`config.mk`:
```
export PLATFORM = sky130hd
export DESIGN_NAME = csm_regs
export DESIGN_NICKNAME = d
export VERILOG_FILES = /design/src/csm_pkg.sv /design/src/csm_regs.sv /design/src/csm_le_lane.sv
export VERILOG_INCLUDE_DIRS = /design/src
export SDC_FILE = /design/constraint.sdc
export NUM_CORES = 1
export LEC_CHECK = 0
export BUFFER_PORTS_ARGS = -buffer_cell sky130_fd_sc_hd__buf_2
export CAP_MARGIN = 20
export CORE_AREA = 2 2 152 154
export DETAILED_ROUTE_END_ITERATION = 16
export DIE_AREA = 0 0 154 156
export GPL_ROUTABILITY_DRIVEN = 0
export SYNTH_ARGS = -nofsm -noshare
export SYNTH_HDL_FRONTEND = slang
export SYNTH_SLANG_ARGS = --single-unit
export TNS_END_PERCENT = 30
```
`constraint.sdc`:
```
create_clock -name MCLK -period 1.6 [get_ports MCLK]
set_input_delay 0.16 -clock MCLK [delete_from_list [all_inputs] [get_ports MCLK]]
set_output_delay 0.16 -clock MCLK [all_outputs]
set_load 0.02 [all_outputs]
```
`src/csm_regs_map.svh`:
```
// Constants for the core status, mask and control register group.
// Included by name by the package and the design files.
`ifndef CSM_REGS_MAP_SVH
`define CSM_REGS_MAP_SVH

// Special register selectors
`define CSM_SEL_INTR_STATUS 3'h0
`define CSM_SEL_EXEC_STATE  3'h1
`define CSM_SEL_PROG_STATUS 3'h2
`define CSM_SEL_PRIO_MASK   3'h3
`define CSM_SEL_STACK_CTRL  3'h4

// Field positions and widths
`define CSM_EXC_MSB         5
`define CSM_TBIT_POS        24
`define CSM_MASK_POS        0
`define CSM_SPSEL_POS       1

// Exception numbers
`define CSM_EXC_THREAD      6'h00
`define CSM_EXC_NMI         6'h02
`define CSM_EXC_HARD_FAULT  6'h03
`define CSM_EXC_SVC         6'h0B
`define CSM_EXC_PEND_SVC    6'h0E
`define CSM_EXC_SYS_TICK    6'h0F
`define CSM_EXC_IRQ_FIRST   6'h10
`define CSM_EXC_IRQ_LAST    6'h2F

// Reset values and boot vector addresses
`define CSM_RST_EXC         6'h00
`define CSM_RST_MASK        1'h0
`define CSM_RST_SPSEL       1'h0
`define CSM_RST_TBIT        1'h0
`define CSM_VEC_SP_ADDR     32'h0000_0000
`define CSM_VEC_PC_ADDR     32'h0000_0004

// Access sizes
`define CSM_SIZE_BYTE       2'h0
`define CSM_SIZE_HALF       2'h1
`define CSM_SIZE_WORD       2'h2

`endif

```
`src/csm_pkg.sv`:
```
// Types shared by the register group and its lane extractor.
// Relies on csm_regs_map.svh for all numeric constants.
`include "csm_regs_map.svh"

package csm_pkg;

  typedef enum logic [1:0]
  {
    CSM_BOOT_SP,
    CSM_BOOT_PC,
    CSM_RUN
  } csm_boot_t;

  typedef enum logic
  {
    CSM_MODE_THREAD,
    CSM_MODE_HANDLER
  } csm_mode_t;

endpackage

```
`src/csm_regs.sv`:
```
// Core special registers: exception number, state bit, priority mask
// and stack select, with boot vector load and restart bookkeeping.
// Assumes the core pipeline drives the strobes one cycle at a time.
//
// How it works
// - Exception number field in bits 5..0 shows the active exception.
// - Execution state word holds only the state bit at position 24.
// - Software reads of the execution state word return zero.
// - Software writes to the execution state word are dropped.
// - Exception entry stacks the true state bit in the status word.
// - State bit loads from branch exchange, return, and entry vector.
// - Executing with state bit zero raises hard fault or lockup.
// - Interrupt during load or store multiple abandons that instruction.
// - Abandoned multiple transfer restarts from its first transfer.
// - Mask bit set blocks all configurable-priority exceptions.
// - Mask bit is moved by special register moves and state change.
// - Control bit 1 picks process (1) or main (0) stack in thread mode.
// - In handler mode stack select reads zero and ignores writes.
// - Handler mode always uses the main stack pointer.
// - Entry and return update the control register themselves.
// - Thread mode uses the main stack until software selects otherwise.
// - Every exception except reset runs in handler mode.
// - Word, halfword and byte data accesses are supported.
// - All data, fetch and private bus accesses are little-endian.
// - Reset loads main stack pointer from address zero, thread mode.
// - Reset loads program counter from address four, bit 0 to state.
`timescale 1ns/1ps
`include "csm_regs_map.svh"

module csm_regs
  import csm_pkg::*;
(
  input  wire logic        MCLK,
  input  wire logic        RESET_N,
  // Special register moves
  input  wire logic        SR_RD,
  input  wire logic        SR_WR,
  input  wire logic [2:0]  SR_SEL,
  input  wire logic [31:0] SR_WDATA,
  output logic      [31:0] SR_RDATA,
  output logic             SR_RVALID,
  // Change processor state
  input  wire logic        CPS_EN,
  input  wire logic        CPS_DISABLE,
  // Exception entry and return
  input  wire logic        EXC_ENTRY,
  input  wire logic [5:0]  EXC_NUM,
  input  wire logic        VECTOR_BIT0,
  input  wire logic        EXC_RETURN,
  input  wire logic [31:0] RET_PSR,
  input  wire logic        RET_TO_THREAD,
  input  wire logic        RET_SP_SEL,
  output logic      [31:0] STACKED_PSR,
  // Branch exchange and pop into program counter
  input  wire logic        BX_LOAD,
  input  wire logic        BX_TBIT,
  // Instruction issue check
  input  wire logic        INSTR_EXEC,
  output logic             HARD_FAULT_REQ,
  output logic             LOCKUP,
  // Exception gating by the priority mask
  input  wire logic        EXC_REQ,
  input  wire logic        EXC_PRIO_CFG,
  output logic             EXC_ALLOW,
  // Load and store multiple restart
  input  wire logic        MULT_BUSY,
  input  wire logic [31:0] MULT_PC,
  input  wire logic        IRQ_TAKEN,
  output logic             MULT_ABANDON,
  output logic      [31:0] STACKED_RET_PC,
  output logic             RESTART_FIRST,
  // Boot vector fetch
  output logic             BOOT_REQ,
  output logic      [31:0] BOOT_ADDR,
  input  wire logic        BOOT_ACK,
  input  wire logic [31:0] BOOT_RDATA,
  output logic             MAIN_SP_LOAD,
  output logic             PC_LOAD,
  output logic      [31:0] BOOT_VALUE,
  // Data load lanes
  input  wire logic        DATA_RD,
  input  wire logic [31:0] DATA_WORD,
  input  wire logic [1:0]  DATA_ADDR,
  input  wire logic [1:0]  DATA_SIZE,
  output logic      [31:0] DATA_VALUE,
  // Status views
  output logic             HANDLER_MODE,
  output logic             PROCESS_SP,
  output logic             MASK_ACTIVE,
  output logic             T_STATE
);

  csm_boot_t   boot_state;
  csm_mode_t   mode;
  logic [5:0]  exc_num;
  logic        tbit;
  logic        prio_mask;
  logic        stack_sel;
  logic        mult_pending;
  logic [31:0] lane_value;
  logic        running;
  logic        next_tbit;
  logic [31:0] rd_word;

  assign running = (boot_state == CSM_RUN);

  // Boot sequence: stack pointer word, then reset vector
  always_ff @(posedge MCLK or negedge RESET_N)
  begin
    if (!RESET_N)
    begin
      boot_state   <= CSM_BOOT_SP;
      BOOT_REQ     <= 1'h0;
      BOOT_ADDR    <= `CSM_VEC_SP_ADDR;
      MAIN_SP_LOAD <= 1'h0;
      PC_LOAD      <= 1'h0;
      BOOT_VALUE   <= 32'h0000_0000;
    end
    else
    begin
      MAIN_SP_LOAD <= 1'h0;
      PC_LOAD      <= 1'h0;
      unique case (boot_state)
        CSM_BOOT_SP:
        begin
          BOOT_REQ  <= 1'h1;
          BOOT_ADDR <= `CSM_VEC_SP_ADDR;
          if (BOOT_REQ && BOOT_ACK)
          begin
            MAIN_SP_LOAD <= 1'h1;
            BOOT_VALUE   <= BOOT_RDATA;
            BOOT_ADDR    <= `CSM_VEC_PC_ADDR;
            boot_state   <= CSM_BOOT_PC;
          end
        end
        CSM_BOOT_PC:
        begin
          if (BOOT_REQ && BOOT_ACK)
          begin
            PC_LOAD    <= 1'h1;
            BOOT_VALUE <= BOOT_RDATA;
            BOOT_REQ   <= 1'h0;
            boot_state <= CSM_RUN;
          end
        end
        CSM_RUN:
        begin
          BOOT_REQ <= 1'h0;
        end
      endcase
    end
  end

  // Mode and exception number; software moves never reach this
  always_ff @(posedge MCLK or negedge RESET_N)
  begin
    if (!RESET_N)
    begin
      mode    <= CSM_MODE_THREAD;
      exc_num <= `CSM_RST_EXC;
    end
    else if (EXC_ENTRY && running)
    begin
      mode    <= CSM_MODE_HANDLER;
      exc_num <= EXC_NUM;
    end
    else if (EXC_RETURN && running)
    begin
      mode    <= RET_TO_THREAD ? CSM_MODE_THREAD : CSM_MODE_HANDLER;
      exc_num <= RET_TO_THREAD ? `CSM_EXC_THREAD
                               : RET_PSR[`CSM_EXC_MSB:0];
    end
  end

  // State bit sources; return and entry outrank a branch
  always_comb
  begin
    next_tbit = tbit;
    if (boot_state == CSM_BOOT_PC && BOOT_REQ && BOOT_ACK)
    begin
      next_tbit = BOOT_RDATA[0];
    end
    else if (EXC_ENTRY)
    begin
      next_tbit = VECTOR_BIT0;
    end
    else if (EXC_RETURN)
    begin
      next_tbit = RET_PSR[`CSM_TBIT_POS];
    end
    else if (BX_LOAD)
    begin
      next_tbit = BX_TBIT;
    end
  end

  // Software moves cannot touch the state bit
  always_ff @(posedge MCLK or negedge RESET_N)
  begin
    if (!RESET_N)
    begin
      tbit <= `CSM_RST_TBIT;
    end
    else
    begin
      tbit <= next_tbit;
    end
  end

  // Priority mask: special register move or state change
  always_ff @(posedge MCLK or negedge RESET_N)
  begin
    if (!RESET_N)
    begin
      prio_mask <= `CSM_RST_MASK;
    end
    else if (CPS_EN)
    begin
      prio_mask <= CPS_DISABLE;
    end
    else if (SR_WR && SR_SEL == `CSM_SEL_PRIO_MASK)
    begin
      prio_mask <= SR_WDATA[`CSM_MASK_POS];
    end
  end

  // Stack select; handler writes dropped, return restores thread choice
  always_ff @(posedge MCLK or negedge RESET_N)
  begin
    if (!RESET_N)
    begin
      stack_sel <= `CSM_RST_SPSEL;
    end
    else if (EXC_ENTRY)
    begin
      stack_sel <= 1'h0;
    end
    else if (EXC_RETURN && RET_TO_THREAD)
    begin
      stack_sel <= RET_SP_SEL;
    end
    else if (SR_WR && SR_SEL == `CSM_SEL_STACK_CTRL
             && mode == CSM_MODE_THREAD)
    begin
      stack_sel <= SR_WDATA[`CSM_SPSEL_POS];
    end
  end

  // Read mux; execution state bits always read as zero
  always_comb
  begin
    rd_word = 32'h0000_0000;
    unique case (SR_SEL)
      `CSM_SEL_INTR_STATUS:
        rd_word[`CSM_EXC_MSB:0] = exc_num;
      `CSM_SEL_EXEC_STATE:
        rd_word = 32'h0000_0000;
      `CSM_SEL_PROG_STATUS:
        rd_word[`CSM_EXC_MSB:0] = exc_num;
      `CSM_SEL_PRIO_MASK:
        rd_word[`CSM_MASK_POS] = prio_mask;
      `CSM_SEL_STACK_CTRL:
        rd_word[`CSM_SPSEL_POS] = (mode == CSM_MODE_THREAD)
                                  & stack_sel;
      default:
        rd_word = 32'h0000_0000; // Unused selectors read zero
    endcase
  end

  // Registered read answer, one cycle after the strobe
  always_ff @(posedge MCLK or negedge RESET_N)
  begin
    if (!RESET_N)
    begin
      SR_RDATA  <= 32'h0000_0000;
      SR_RVALID <= 1'h0;
    end
    else
    begin
      SR_RVALID <= SR_RD;
      if (SR_RD)
      begin
        SR_RDATA <= rd_word;
      end
    end
  end

  // Stacked status carries the true state bit for fault handlers
  always_ff @(posedge MCLK or negedge RESET_N)
  begin
    if (!RESET_N)
    begin
      STACKED_PSR <= 32'h0000_0000;
    end
    else if (EXC_ENTRY && running)
    begin
      STACKED_PSR                  <= 32'h0000_0000;
      STACKED_PSR[`CSM_TBIT_POS]   <= tbit;
      STACKED_PSR[`CSM_EXC_MSB:0]  <= exc_num;
    end
  end

  // State bit check on issue: fault, or lockup if in the hard fault or NMI handler
  always_ff @(posedge MCLK or negedge RESET_N)
  begin
    if (!RESET_N)
    begin
      HARD_FAULT_REQ <= 1'h0;
      LOCKUP         <= 1'h0;
    end
    else
    begin
      HARD_FAULT_REQ <= 1'h0;
      if (INSTR_EXEC && running && !tbit && !LOCKUP)
      begin
        if (mode == CSM_MODE_HANDLER
            && (exc_num == `CSM_EXC_HARD_FAULT
                || exc_num == `CSM_EXC_NMI))
        begin
          LOCKUP <= 1'h1;
        end
        else
        begin
          HARD_FAULT_REQ <= 1'h1;
        end
      end
    end
  end

  // Mask gate; fixed-priority exceptions pass regardless
  always_ff @(posedge MCLK or negedge RESET_N)
  begin
    if (!RESET_N)
    begin
      EXC_ALLOW <= 1'h0;
    end
    else
    begin
      EXC_ALLOW <= EXC_REQ && !(EXC_PRIO_CFG && prio_mask);
    end
  end

  // Multiple transfer abandon and restart from the first beat
  always_ff @(posedge MCLK or negedge RESET_N)
  begin
    if (!RESET_N)
    begin
      MULT_ABANDON    <= 1'h0;
      STACKED_RET_PC  <= 32'h0000_0000;
      mult_pending    <= 1'h0;
      RESTART_FIRST   <= 1'h0;
    end
    else
    begin
      MULT_ABANDON  <= 1'h0;
      RESTART_FIRST <= 1'h0;
      // Only the outermost return replays the transfer
      if (EXC_RETURN && RET_TO_THREAD && mult_pending)
      begin
        RESTART_FIRST <= 1'h1;
        mult_pending  <= 1'h0;
      end
      // A fresh abandon in the same cycle outranks the replay's clear
      if (IRQ_TAKEN && MULT_BUSY)
      begin
        MULT_ABANDON   <= 1'h1;
        STACKED_RET_PC <= MULT_PC;
        mult_pending   <= 1'h1;
      end
    end
  end

  // Byte lanes picked in little-endian order
  csm_le_lane u_lane
  (
    .word  (DATA_WORD),
    .addr  (DATA_ADDR),
    .size  (DATA_SIZE),
    .value (lane_value)
  );

  always_ff @(posedge MCLK or negedge RESET_N)
  begin
    if (!RESET_N)
    begin
      DATA_VALUE <= 32'h0000_0000;
    end
    else if (DATA_RD)
    begin
      DATA_VALUE <= lane_value;
    end
  end

  // Status views; handler mode forces the main stack
  always_ff @(posedge MCLK or negedge RESET_N)
  begin
    if (!RESET_N)
    begin
      HANDLER_MODE <= 1'h0;
      PROCESS_SP   <= 1'h0;
      MASK_ACTIVE  <= 1'h0;
      T_STATE      <= 1'h0;
    end
    else
    begin
      HANDLER_MODE <= (mode == CSM_MODE_HANDLER);
      PROCESS_SP   <= (mode == CSM_MODE_THREAD) && stack_sel;
      MASK_ACTIVE  <= prio_mask;
      T_STATE      <= tbit;
    end
  end

endmodule

```
`src/csm_le_lane.sv`:
```
// Little-endian lane extractor for byte, halfword and word loads.
// Assumes a naturally aligned access; a misaligned one is trimmed.
`timescale 1ns/1ps
`include "csm_regs_map.svh"

module csm_le_lane
  import csm_pkg::*;
(
  input  wire logic [31:0] word,
  input  wire logic [1:0]  addr,
  input  wire logic [1:0]  size,
  output logic      [31:0] value
);

  logic [31:0] shifted;

  // Lowest address holds the least significant byte
  always_comb
  begin
    shifted = word >> {addr, 3'h0};
    value   = shifted;
    if (size == `CSM_SIZE_BYTE)
    begin
      value = {24'h000000, shifted[7:0]};
    end
    else if (size == `CSM_SIZE_HALF)
    begin
      value = {16'h0000, shifted[15:0]};
    end
  end

endmodule

```
==> out/qor.txt <==
Status -> completed
H-tree Lvls -> 4
Critical path destination -> BOOT_VALUE[24]$_DFFE_PN0P_
Clock slew at reported path FFs -> 70 ps
Hold Path Origin -> DATA_WORD[31]
Total die area -> 24000 um^2
Worst reg2reg path depth -> 4
Crit start category -> flop
Vias -> 4945
Stages on the worst setup path -> 4
CP Cell Sequence -> ha_1, o211ai_2, buf_12, mux2_2
Number of synthesized register bits -> 136
Pre-CTS setup slack -> 42.5 ps
Power per cell area -> 1030 nW/um^2
TritonCTS buffer count -> 17
Ys Warns -> 0
Hold WC Path Type -> in2reg
Total Power -> 9.38 mW
Post-synthesis instance total -> 506
Peak Freq -> 644 MHz
CP delay by family, top -> flip-flops
Port Buffers -> 260
Setup violators final -> 0
Die width -> 154 um
Max-slew violations -> 0
DRT Pass-1 Iters -> 4
Nets -> 1057
RR Endpoint -> BOOT_VALUE[24]$_DFFE_PN0P_
Delay of the slowest critical-path stage -> 380 ps
WL/cell -> 15.2 um
Clk_lat worst skew -> 410 ps
CP endpoint kind -> flop
Initial core utilization -> 28.2%
Tmin final -> 1550 ps
Buffers & Inverters on Critical Path -> 1
Max_slew headroom -> 66.4%
Layout Utilization -> 40.9%
Synth area leaders -> dfrtp_1, mux2_2, buf_4
Measured slew at the worst slew-check pin -> 505 ps
Ys flop type -> dfrtp_1
Worst endpoint required time -> 1890 ps
P_leak -> 4.89 nW
Maximum VDD drop -> 0.903 mV
Max-cap viol count -> 0
Final wirelength -> 17600 um
Pin count of the biggest net entering global routing -> 49
Detail Placement HPWL -> 12800 um
Fraction of layout cells with a size suffix above 1 -> 45.1%
Final period util -> 97.1%
Synth Cell Area -> 6310 um^2
RSZ-0062 raised after global routing -> true
CP Data Arrival Time -> 1850 ps
Top-area cell type share of the netlist area -> 53.9%
Drt first-iter violations -> 152
Die Y -> 156 um
Count of filler cells inserted in the layout -> 2157
Grt ovf -> 0
Post-synthesis cell type count -> 44
Top Ports -> 398
Crit Path Category -> reg2reg
Largest buffer count on any clock path -> 2
Final ANT Viol Nets -> 0
Via density -> 4.27
All-Layer GR Usage -> 14.6%
Worst Skew -> 13.0 ps
Post-synth top area cell -> dfrtp_1
Final hold vios -> 0
Initial antenna violation count -> 1
Site Rows -> 55
Crit path launch -> boot_state[0]$_DFFE_PN0P_
CTS tree -> yes
CORE AREA -> 22400 um^2
Placed Instances -> 1051
Final non-filler cell total -> 1159
# diodes -> 0
Vias in the first global route -> 5169
Avg Synthesized Cell Area -> 12.5 um^2
Root buf cell -> clkbuf_16
Layout area overhead -> 44.8%
Number of remaining DRC errors -> 0
Worst R2R Setup Slack -> 50 ps
Seq/Total Area, Yosys -> 53.9%
Clock Sinks -> 136
Crit path max fanout -> 23
Final WS setup -> 46.7 ps
Post-synth EDFFs -> 0
Crit-path slowest cell -> dfrtp_1
Post-synth ARST share -> 100%
First-pass GRT wire length -> 27300 um
Worst reg2reg startpoint -> boot_state[0]$_DFFE_PN0P_
==> state kept, by name, summed over array words and instances (netlist names), 2 cells and up <==
| signal | count |
|---|---|
| BOOT_VALUE | 32 |
| DATA_VALUE | 32 |
| SR_RDATA | 6 |
| STACKED_PSR | 7 |
| STACKED_RET_PC | 32 |
| boot_state | 2 |
| exc_num | 6 |
==> cell type report <==
type | count | area [um^2] | share of cell area [%]
Clock buffer | 17 | 425 | 4.65
Clock inverter | 15 | 179 | 1.96
Inverter | 14 | 52.6 | 0.575
Multi-Input combinational cell | 334 | 2410 | 26.4
Sequential cell | 136 | 3400 | 37.2
Tap cell | 285 | 357 | 3.90
Timing Repair Buffer | 358 | 2310 | 25.3
==> power breakdown <==
part / switching, mW / internal (mW) / total, mW
Combinational: 0.899 / 0.646 / 1.54
Sequential: 0.108 / 3.65 / 3.76
Clock: 1.70 / 2.37 / 4.08
==> cells in the mapped netlist (2+ instances only) <==
cell / instances
dfrtp_1: 136
buf_4: 86
mux2_2: 73
mux2i_1: 32
nand2_1: 27
nor2b_1: 18
o2bb2ai_1: 16
inv_1: 14
o21ai_0: 12
buf_2: 9
a21oi_1: 8
a22o_1: 8
a2bb2oi_1: 8
a31oi_1: 8
nand3_1: 6
clkbuf_1: 5
nor2_1: 5
ha_1: 3
and3_1: 2
buf_6: 2
mux2_1: 2
nand2b_1: 2
nor3_1: 2
o41ai_1: 2
==> logic make-up after synthesis <==
logic type / Yosys count / share of synthesized area [%]
other cells: 1 / 0.0594
flops: 136 / 53.9
fa+ha+maj: 3 / 0.595
buf+inv: 117 / 12.7
compound gates: 72 / 8.39
mux: 107 / 18.5
simple gates: 70 / 5.83
==> stage by stage <==
step | hold slack, ps | setup TNS [ps] | instance area (um^2)
floorplan | -136 | 0 | 6620
global placement | 157 | 0 | 7770
detailed placement | 158 | 0 | 7770
CTS | 1.12 | 0 | 9130
global route | 2.08 | -123 | 9140
finish | 25.5 | 0 | 9140
==> placed cells by master (no fill, tap or decap), types with 2 or more instances in the layout <==
master,instances
mux2_1,2
a22o_1,8
nor2_1,5
o2bb2ai_1,16
a31oi_1,8
buf_2,259
conb_1,82
dlygate4sd3_1,76
a2bb2oi_1,8
clkbuf_16,17
buf_4,16
buf_12,6
nand2_1,26
bufinv_16,2
ha_1,3
mux2i_1,32
dfrtp_1,136
a21oi_1,8
o21ai_0,12
nor2b_1,17
mux2_2,73
inv_8,5
clkinv_2,2
and3_1,2
nand2b_1,2
nand3_1,6
inv_6,5
nor3_1,2
o41ai_1,2
inv_1,14
==> repair_timing <==
action / CTS / global route
hold buffers: 75 / 1
endpoints found under the setup margin: 0 / 24
hold endpoints to repair: 114 / 1
buffers inserted: 0 / 0
gates resized for setup: 0 / 2
==> metal layers <==
metal / global-route usage, % / wire (um) / up-vias / part of all wire [%]
met5: 0 / 0 / - / 0
met3: 4.97 / 1320 / 14 / 7.5
met4: 4.58 / 228 / 0 / 1.3
li1: - / - / 2314 / -
met1: 16.8 / 7160 / 2417 / 41
met2: 25.6 / 8920 / 200 / 51
==> worst min path at each step <==
| stage | cells past startpoint | slack, ps | end |
|---|---|---|---|
| floorplan | 0 | -140 | BOOT_ADDR[2]$_DFFE_PN0P_ |
| global placement | 1 | 160 | LOCKUP$_DFFE_PN0P_ |
| detailed placement | 1 | 160 | LOCKUP$_DFFE_PN0P_ |
| CTS | 2 | 1 | DATA_VALUE[29]$_DFFE_PN0P_ |
| global route | 2 | 2 | DATA_VALUE[29]$_DFFE_PN0P_ |
| finish | 2 | 30 | DATA_VALUE[31]$_DFFE_PN0P_ |
No activity file was read; power rests on OpenSTA's default activity.
